`config.mk`:
```
export PLATFORM = sky130hd
export DESIGN_NAME = integer_compare_unit
export DESIGN_NICKNAME = d
export VERILOG_FILES = /design/src/verilog/magnitude_compare.v /design/src/verilog/integer_compare_unit.v
export VERILOG_INCLUDE_DIRS = /design/src /design/src/verilog
export SDC_FILE = /design/constraint.sdc
export NUM_CORES = 1
export LEC_CHECK = 0
export BUFFER_PORTS_ARGS = -buffer_cell sky130_fd_sc_hd__buf_2
export CORE_MARGIN = 5
export CORE_UTILIZATION = 35
export CTS_CLUSTER_DIAMETER = 50
export DETAILED_ROUTE_END_ITERATION = 7
export HOLD_SLACK_MARGIN = 0.03
export PLACE_DENSITY = 0.59
export SETUP_SLACK_MARGIN = 0.05
export SLEW_MARGIN = 15
export SYNTH_ARGS = -nofsm -noshare
export SYNTH_HDL_FRONTEND = slang
export SYNTH_SLANG_ARGS = --single-unit
export TNS_END_PERCENT = 10
```
`constraint.sdc`:
```
create_clock -name sys_clk_in -period 2.3 [get_ports sys_clk_in]
set_clock_uncertainty 0.05 [all_clocks]
set_input_delay 0.115 -clock sys_clk_in [delete_from_list [all_inputs] [get_ports sys_clk_in]]
set_output_delay 0.115 -clock sys_clk_in [all_outputs]
set_load 0.02 [all_outputs]
```
`src/verilog/cmp_defs.vh`:
```
`ifndef CMP_DEFS_VH
`define CMP_DEFS_VH

// Compare operation encodings on cmp_op_in.
`define CMP_OP_SIGNED_REG 2'h0
`define CMP_OP_SIGNED_IMM 2'h1
`define CMP_OP_UNSIGNED_REG 2'h2
`define CMP_OP_UNSIGNED_IMM 2'h3

// Bit positions inside one 4-bit condition field.
`define FIELD_LESS_BIT 0
`define FIELD_GREATER_BIT 1
`define FIELD_EQUAL_BIT 2
`define FIELD_SO_BIT 3
`define FIELD_BITS 4

// Register byte offsets on the APB bus.
`define REG_COND_BITS 12'h000
`define REG_CONTROL 12'h004
`define REG_STATUS 12'h008
`define REG_COUNT 12'h00C

// Control register fields and reset value.
`define CTRL_ENABLE_BIT 0
`define CTRL_RESET 32'h0000_0001

// Status register fields.
`define STAT_INVALID_BIT 0
`define STAT_DONE_BIT 1
`define STAT_FIELD_LSB 4
`define STAT_FIELD_MSB 6

`define COND_RESET 32'h0000_0000
`define WORD_ZERO 32'h0000_0000

`endif

```
`src/verilog/magnitude_compare.v`:
```
`timescale 1ns/10ps
module magnitude_compare #(
  parameter WIDTH = 32
) (
  input wire [WIDTH-1:0] first_in,
  input wire [WIDTH-1:0] second_in,
  input wire signed_mode_in,
  output wire less_out,
  output wire greater_out,
  output wire equal_out
);

  // One extra top bit carries the sign in signed mode and zero otherwise, so a
  // single signed comparator serves both orderings.
  wire signed [WIDTH:0] first_ext;
  wire signed [WIDTH:0] second_ext;

  assign first_ext = {signed_mode_in & first_in[WIDTH-1], first_in};
  assign second_ext = {signed_mode_in & second_in[WIDTH-1], second_in};
  assign less_out = first_ext < second_ext;
  assign greater_out = first_ext > second_ext;
  assign equal_out = first_in == second_in;

endmodule

```
`src/verilog/integer_compare_unit.v`:
```
// What this block does
// - Signed register compare of source_gpr_one with source_gpr_two into the chosen field.
// - Signed immediate compare uses the sign-extended immediate against source_gpr_one.
// - Unsigned register compare of source_gpr_one with source_gpr_two into the chosen field.
// - Unsigned immediate compare prefixes sixteen zero bits to the immediate.
// - Field gets less, greater or equal flag plus current summary overflow copy.
// - Wide select zero means 32-bit compare; wide select one is an invalid form.
// - A compare rewrites all four bits of only the addressed field.
// - Field n holds less bit 4n, greater 4n+1, equal 4n+2, overflow 4n+3.
`timescale 1ns/10ps
`include "cmp_defs.vh"
module integer_compare_unit #(
  parameter WIDTH = 32,
  parameter IMM_WIDTH = 16,
  parameter FIELDS = 8,
  parameter FIELD_SEL_WIDTH = 3
) (
  input wire sys_clk_in,
  input wire nrst_in,
  input wire psel_in,
  input wire penable_in,
  input wire pwrite_in,
  input wire [11:0] paddr_in,
  input wire [31:0] pwdata_in,
  output reg [31:0] prdata_out,
  output reg pready_out,
  output reg pslverr_out,
  input wire cmp_valid_in,
  input wire [1:0] cmp_op_in,
  input wire [FIELD_SEL_WIDTH-1:0] target_condition_field_in,
  input wire wide_operand_select_in,
  input wire [WIDTH-1:0] source_gpr_one_in,
  input wire [WIDTH-1:0] source_gpr_two_in,
  input wire [IMM_WIDTH-1:0] immediate_in,
  input wire summary_overflow_in,
  output reg [FIELDS*4-1:0] condition_bits_register_out,
  output reg cmp_done_out,
  output reg cmp_invalid_out
);

  reg [31:0] control;
  reg invalid_seen;
  reg done_seen;
  reg [FIELD_SEL_WIDTH-1:0] last_field;
  reg [31:0] compare_count;

  wire [WIDTH-1:0] signed_imm_ext;
  wire [WIDTH-1:0] unsigned_imm_ext;
  reg [WIDTH-1:0] second_operand;
  reg signed_mode;
  wire less;
  wire greater;
  wire equal;
  wire [3:0] field_result;
  wire unit_enabled;
  wire do_compare;
  wire do_invalid;

  wire setup_phase;
  wire access_write;
  wire addr_mapped;
  reg [31:0] read_value;
  wire [FIELDS*4-1:0] cond_after_bus;
  wire [FIELDS*4-1:0] next_cond;
  wire next_invalid_seen;
  wire next_done_seen;

  assign signed_imm_ext = {{(WIDTH-IMM_WIDTH){immediate_in[IMM_WIDTH-1]}}, immediate_in};
  assign unsigned_imm_ext = {{(WIDTH-IMM_WIDTH){1'b0}}, immediate_in};

  always @*
  begin
    second_operand = source_gpr_two_in;
    signed_mode = 1'b1;
    case (cmp_op_in)
      `CMP_OP_SIGNED_REG:
      begin
        second_operand = source_gpr_two_in;
        signed_mode = 1'b1;
      end
      `CMP_OP_SIGNED_IMM:
      begin
        second_operand = signed_imm_ext;
        signed_mode = 1'b1;
      end
      `CMP_OP_UNSIGNED_REG:
      begin
        second_operand = source_gpr_two_in;
        signed_mode = 1'b0;
      end
      `CMP_OP_UNSIGNED_IMM:
      begin
        second_operand = unsigned_imm_ext;
        signed_mode = 1'b0;
      end
      default:
      begin
        second_operand = source_gpr_two_in;
        signed_mode = 1'b1;
      end
    endcase
  end

  magnitude_compare #(
    .WIDTH(WIDTH)
  ) u_magnitude_compare (
    .first_in(source_gpr_one_in),
    .second_in(second_operand),
    .signed_mode_in(signed_mode),
    .less_out(less),
    .greater_out(greater),
    .equal_out(equal)
  );

  // Exactly one of less, greater and equal is set; the overflow copy is the
  // live value at the compare, not a stored one.
  assign field_result[`FIELD_LESS_BIT] = less;
  assign field_result[`FIELD_GREATER_BIT] = greater;
  assign field_result[`FIELD_EQUAL_BIT] = equal;
  assign field_result[`FIELD_SO_BIT] = summary_overflow_in;

  assign unit_enabled = control[`CTRL_ENABLE_BIT];
  // A wide form never touches the condition bits; it only raises the invalid flag.
  assign do_compare = cmp_valid_in & unit_enabled & ~wide_operand_select_in;
  assign do_invalid = cmp_valid_in & unit_enabled & wide_operand_select_in;

  assign setup_phase = psel_in & ~penable_in;
  assign access_write = psel_in & penable_in & pwrite_in & pready_out & ~pslverr_out;
  assign addr_mapped = (paddr_in == `REG_COND_BITS) || (paddr_in == `REG_CONTROL) ||
                       (paddr_in == `REG_STATUS) || (paddr_in == `REG_COUNT);

  // A bus write lands first and a compare in the same cycle then overwrites its
  // own field, so the hardware result is never lost.
  assign cond_after_bus = (access_write && paddr_in == `REG_COND_BITS) ?
                          pwdata_in[FIELDS*4-1:0] : condition_bits_register_out;

  genvar fld;
  generate
    for (fld = 0; fld < FIELDS; fld = fld + 1)
    begin : g_field
      assign next_cond[fld*4 +: 4] =
        (do_compare && target_condition_field_in == fld) ?
        field_result : cond_after_bus[fld*4 +: 4];
    end
  endgenerate

  // Write one clears the sticky flags, but a new event in the same cycle wins.
  assign next_invalid_seen = do_invalid |
    (invalid_seen & ~(access_write && paddr_in == `REG_STATUS &&
                      pwdata_in[`STAT_INVALID_BIT]));
  assign next_done_seen = do_compare |
    (done_seen & ~(access_write && paddr_in == `REG_STATUS &&
                   pwdata_in[`STAT_DONE_BIT]));

  always @*
  begin
    read_value = `WORD_ZERO;
    case (paddr_in)
      `REG_COND_BITS:
      begin
        read_value[FIELDS*4-1:0] = condition_bits_register_out;
      end
      `REG_CONTROL:
      begin
        read_value = control;
      end
      `REG_STATUS:
      begin
        read_value[`STAT_INVALID_BIT] = invalid_seen;
        read_value[`STAT_DONE_BIT] = done_seen;
        read_value[`STAT_FIELD_MSB:`STAT_FIELD_LSB] = last_field;
      end
      `REG_COUNT:
      begin
        read_value = compare_count;
      end
      default:
      begin
        read_value = `WORD_ZERO;
      end
    endcase
  end

  // The slave answers in the first access cycle: pready is raised at the end of
  // setup and dropped after one cycle, which keeps every output registered.
  always @(posedge sys_clk_in or negedge nrst_in)
  begin
    if (!nrst_in)
    begin
      pready_out <= 1'b0;
      pslverr_out <= 1'b0;
      prdata_out <= `WORD_ZERO;
    end
    else
    begin
      pready_out <= setup_phase;
      pslverr_out <= setup_phase & ~addr_mapped;
      if (setup_phase && !pwrite_in)
      begin
        prdata_out <= read_value;
      end
      else if (!psel_in)
      begin
        prdata_out <= `WORD_ZERO;
      end
    end
  end

  always @(posedge sys_clk_in or negedge nrst_in)
  begin
    if (!nrst_in)
    begin
      control <= `CTRL_RESET;
      condition_bits_register_out <= `COND_RESET;
      invalid_seen <= 1'b0;
      done_seen <= 1'b0;
      last_field <= {FIELD_SEL_WIDTH{1'b0}};
      compare_count <= `WORD_ZERO;
      cmp_done_out <= 1'b0;
      cmp_invalid_out <= 1'b0;
    end
    else
    begin
      if (access_write && paddr_in == `REG_CONTROL)
      begin
        control <= pwdata_in & `CTRL_RESET;
      end
      condition_bits_register_out <= next_cond;
      invalid_seen <= next_invalid_seen;
      done_seen <= next_done_seen;
      cmp_done_out <= do_compare;
      cmp_invalid_out <= do_invalid;
      if (do_compare)
      begin
        last_field <= target_condition_field_in;
        compare_count <= compare_count + 32'h0000_0001;
      end
      else if (access_write && paddr_in == `REG_COUNT)
      begin
        compare_count <= `WORD_ZERO;
      end
    end
  end

endmodule

```
# After elaboration in Yosys (flattened, before gate mapping)
# Index checks and enable logic that the tools add are counted.
totals:
  inputBits: 137
  register_bits: 106
  out_inout_bits: 68
  wordCells: 110
classes:
  n_lt_le_gt_ge: 2
  eq_ne: 15
  muxes: 19
  reduce_logical: 34
  bitwise: 21
  addsub: 1
op_table:
  columns: ["operator", "n"]
  rows:
  - ["32-bit two-way mux", 5]
  - ["32-bit case mux with 3 select lines", 1]
  - ["25-bit case mux with 2 select lines", 1]
  - ["33-bit greater-than comparator", 1]
  - ["33-bit < comparator", 1]
  - ["32-bit by 1-bit adder with 32-bit output (second input constant)", 1]
  - ["32-bit == test", 1]
  - ["4-bit two-way mux", 8]
  - ["12-bit by 4-bit == test with 1-bit output (second input constant)", 2]
  - ["2-bit nonzero test", 9]
  - ["1-bit logical AND", 15]
  - ["1-bit AND", 13]
  - ["12-bit by 3-bit == test with 1-bit output (second input constant)", 1]
  - ["3-bit == test (second input constant)", 4]
  - ["12-bit logical NOT", 1]
  - ["3-bit case mux with 3 select lines", 1]
  - ["2-bit case mux with 4 select lines", 1]
  - ["3-bit by 2-bit == test with 1-bit output (second input constant)", 2]
  - ["1-bit NOT", 6]
  - ["2-bit OR reduction", 3]
  - ["2-bit == test (second input constant)", 2]
  - ["2-bit case mux with 2 select lines", 1]
  - ["3-bit by 1-bit == test with 1-bit output (second input constant)", 1]
  - ["3-bit logical NOT", 1]
  - ["7 further kinds", 10]

# Longest topological paths before layout
depth:
  ltp_word: 9
  ltp_mapped: 12
  mapped_depth_nobuf: 10

# Cells and area by module
# A second synthesis with hierarchy kept.
unflattened:
  hier_cells: 746
  area_unflattened_um2: 6627.6
modules_own_cells:
  columns: ["module", "seq_area_each_um2", "n_inst", "area_each_um2", "cells_each"]
  rows:
  - ["integer_compare_unit", 2653.8, 1, 5750.5, 625]
  - ["magnitude_compare", 0.0, 1, 877.1, 121]

# Worst setup path before layout
# OpenSTA, ideal clock, no wires.
synth_path:
  kind: "input port to flip-flop"
  startpoint: "input cmp_op_in[0]"
  endpoint: "register condition_bits_register_out[5]"
  slack_ns: -0.418
  path_buffers: 2
  setup_ns: 0.155
  path_stages: 12
  arrival_time_ns: 2.513
  required_ns: 2.095
  path_cell_list: "buf_6 > nand2_1 > nor2_1 > clkbuf_1 > a21oi_1 > ha_1 > nand4_1 > nor4_2 > nand4_1 > o21a_1 > nand2_1 > o22ai_1"
synth_between:
  elab_chain_len: 6
  elab_cells_between_ends: 13
  classes_between: "1 x order compare; 3 x eq/ne; 3 x mux; 2 x bitwise; 4 x reduce/logical"
synth_lines:
  columns: ["element", "line", "source"]
  rows:
  - ["from (decl)", "integer_compare_unit.v:29", "input wire [1:0] cmp_op_in,"]
  - ["2-bit == test (tied with other cells)", "integer_compare_unit.v:75", "case (cmp_op_in)"]
  - ["2-bit OR reduction (no line)", null, null]
  - ["32-bit case mux with 3 select lines / 1-bit case mux with 2 select lines (equally long branches)", "integer_compare_unit.v:75", null]
  - ["1-bit AND (on tied branches)", "magnitude_compare.v:19, magnitude_compare.v:18", null]
  - ["33-bit greater-than comparator *", "magnitude_compare.v:21", "assign greater_out = first_ext > second_ext;"]
  - ["4-bit two-way mux *", "integer_compare_unit.v:142", "(do_compare && target_condition_field_in == fld) ?"]
  - ["to (signal assigned)", "integer_compare_unit.v:214", "condition_bits_register_out <= `COND_RESET;"]
  - ["to (signal assigned)", "integer_compare_unit.v:228", "condition_bits_register_out <= next_cond;"]
  - ["to (decl)", "integer_compare_unit.v:36", "output reg [FIELDS*4-1:0] condition_bits_register_out,"]
# Every way passes the cells marked *; elsewhere a longest branch is shown, timed or not.
# A chain may end at the register's enable or synchronous reset.

# Worst setup path after layout
layout_path:
  startpoint: "register compare_count[0]"
  endpoint: "register compare_count[12]"
layout_between:
  elab_chain_len: 2
layout_lines:
  columns: ["element", "line", "source"]
  rows:
  - ["from (decl)", "integer_compare_unit.v:45", "reg [31:0] compare_count;"]
  - ["from (signal assigned)", "integer_compare_unit.v:218", "compare_count <= `WORD_ZERO;"]
  - ["from (signal assigned)", "integer_compare_unit.v:236", "compare_count <= compare_count + 32'h0000_0001;"]
  - ["from (signal assigned)", "integer_compare_unit.v:240", "compare_count <= `WORD_ZERO;"]
  - ["32-bit by 1-bit adder with 32-bit output", "integer_compare_unit.v:236", null]
  - ["32-bit two-way mux", "integer_compare_unit.v:233", "if (do_compare)"]
# Every way passes these cells.

==> run_results.csv <==
group,metric,value,unit
final_layout,final_cell_mix,"buf_2, dfrtp_1, a21oi_1",
setup_path,crit_top_cell,"nand3_1",
placement,port_buffers,204,
setup_path,critPathLaunchType,"flop",
floorplan,io_pins,205,
final_layout,regArea,2650,um^2
placement,dpl.hpwl,15000,um
logic_synthesis,yosys_warnings,0,
floorplan,start_util,35.4,%
drt,first_iter_violations,222,
grt,grt_pass1_vias,6121,
pwr,leakage,4.08,nW
setup_path,r2r_cells,8,
setup_path,path_cells,"ha_1 -> and4_1 -> nand4_1 -> buf_4 -> nor2_1 -> nand3_1 -> nand3_1 -> o21ai_1",
timing,setup_violations,0,
logic_synthesis,syn-instance-count,648,
final_layout,fill_cells,1694,
grt,grt_max_degree,58,
floorplan,num_rows,48,
grt,grt_usage,20.0,%
clock_network,cts_buffers,9,
logic_synthesis,synth-edff-count,0,
min_path,holdPathStages,3,
setup_path,path_class,"reg2reg",
run,drv_cap,0,
timing,hold_viol_final,0,
clock_network,cts_tree,"built",
run_status,status,"completed",
drt,vias,5951,
timing,slew_headroom,58.2,%
timing,rsz0062_at_grt,"yes",
pwr,peakVddDrop,0.000282,V
floorplan,die_w,142,um
logic_synthesis,avgSynthCellArea,9.39,um^2
pwr,total_power,4.13,mW
final_layout,drive_above_1_share,31.9,%
timing,worst_hold_slack,44.4,ps
final_layout,multi_input_area,3290,um^2
final_layout,final_core_util,48.5,%
placement,routabilityCongestion,0.827,
clock_network,cts_max_level,3,
placement,dp_cells,1090,
placement,place_ws,-186,ps
clock_network,root_buffer,"clkbuf_16",
setup_path,cp_slowest_cell,"dfrtp_1",
min_path,hp-class,"in2reg",
grt,grt_overflow,0,
drt,antenna_left,0,
grt,grt_pass1_wl,32400,um
floorplan,core_area,17200,um^2
drt,drcViolationCount,0,
timing,fmax,475,MHz
floorplan,die_y,142,um
pwr,p_per_area,496,nW/um^2
logic_synthesis,ys_seq_area_share,43.6,%
final_layout,layout_commonest_cell,"buf_2",
final_layout,final_design_area_no_fill,8330,um^2
timing,period_share,91.6,%
clock_network,clock_latency,350,ps
logic_synthesis,synth_top_cell_by_area,"dfrtp_1",
logic_synthesis,syn_nets,818,
timing,fin_ws,194,ps
drt,wl_per_cell,17.5,um
clock_network,path_clk_slew,70,ps
timing,period_minus_slack,2110,ps
setup_path,end_kind,"flop",
logic_synthesis,ys_ff_latch,106,
logic_synthesis,synth_top_area_share,43.2,%
drt,wl,19900,um
logic_synthesis,synth_top_cells_by_area,"dfrtp_1, ha_1, a21oi_1",
clock_network,clock_path_buffers,2,
setup_path,cp_max_fo,5,
timing,setup_tns,0,ps
final_layout,fin_nets,1081,
final_layout,layout.cells.non_filler,1140,
drt,dr.pass1.iters,4,
drt,via_per_inst,5.22,
logic_synthesis,synth.cell_area,6080,um^2
grt,antenna_found_initial,0,
setup_path,cp.required,2480,ps
setup_path,max_stage_delay,420,ps
timing,tightest_slew,625,ps
logic_synthesis,ys.flop_type,"dfrtp_1",
placement,postPlaceCellArea,7690,um^2
final_layout,area_growth,36.9,%
logic_synthesis,synthArstFlopShare,100,%
logic_synthesis,yosysUniqueCellTypes,53,
timing,drv_slew,0,
final_layout,antennaDiodeCount,0,
setup_path,crit_arrival,2290,ps
floorplan,die_area,20100,um^2
clock_network,cts.sinks,106,
## logic make-up (layout without fill, tap and decap cells)
family | count (synthesis) | after routing | share of synthesized area (%)
xor+xnor | 2 | 2 | 0.288
fa+ha+maj | 33 | 33 | 6.79
buf+inv | 42 | 309 | 3.17
compound gates | 213 | 213 | 22.2
flops | 106 | 106 | 43.6
simple gates | 212 | 212 | 17.3
mux | 40 | 40 | 6.71
## area by class of cell
| class | count | area share (%) |
|---|---|---|
| clock buffers | 10 | 2.75 |
| clock inverters | 5 | 0.676 |
| inverters | 7 | 0.316 |
| multi-input cells | 500 | 39.5 |
| flip-flops and latches | 106 | 31.9 |
| well taps | 225 | 3.38 |
| repair buffers | 287 | 21.5 |
## synth_stat cells (7+ instances only)
cell      number
a211oi_1      19
dfrtp_1      105
nand4_1       12
nand3_1       38
o22ai_1        9
o31ai_1        7
o21ai_1       24
buf_2          7
a21oi_1       78
ha_1          33
nor2b_1       21
mux2i_1       37
clkbuf_1      21
nand2_1       54
and3_1         8
a221oi_1      27
nor3_1         9
nor2_1        50
o21ai_0       25
## metal layers
layer	routed length [um]	share of wire, %	vias to the layer above	GRT usage (%)
met5	0	0	-	0
met4	295	1.5	0	4.39
met3	1500	7.5	17	5.09
met2	9200	46	203	32.4
met1	8900	45	2769	27.2
li1	-	-	2962	-
## timing repair
| action | CTS | global route |
|---|---|---|
| gates resized for setup | 0 | 1 |
| buffers inserted | 0 | 2 |
| endpoints found under the setup margin | 0 | 5 |
| hold buffers | 33 | 0 |
| endpoints found under the hold margin | 112 | 0 |
## power breakdown
part	switching, mW	total (mW)	leakage, nW	internal, mW
logic	0.377	0.698	2.49	0.322
clock network	0.676	1.51	0.138	0.837
registers	0.0202	1.92	1.46	1.90
## registers in the layout, indices dropped and copies added, names as in the netlist
signal,flops
prdata_out,32
control,1
cmp_done_out,1
condition_bits_register_out,32
last_field,3
cmp_invalid_out,1
invalid_seen,1
pslverr_out,1
pready_out,1
compare_count,32
done_seen,1
## critical path, delay by kind of cell, from the launching register on
family | cells | cell delay, ps
buffers and inverters | 1 | 230
adders and majority gates | 1 | 260
AOI/OAI and AO/OA | 1 | 60
and+or+nand+nor | 5 | 980
DFF | 1 | 420
## worst paths after layout
path                             startpoint                        endpoint  slack, ps
setup / recovery           compare_count[0]               compare_count[12]        190
hold / removal                 pwdata_in[5]  condition_bits_register_out[5]         40
setup reg to reg           compare_count[0]               compare_count[12]        190
hold reg to reg                   done_seen                       done_seen        430
max in group asynchronous           nrst_in                compare_count[3]       1340
min in group asynchronous           nrst_in                   prdata_out[3]        180
Power figures use the tool's default switching activity.
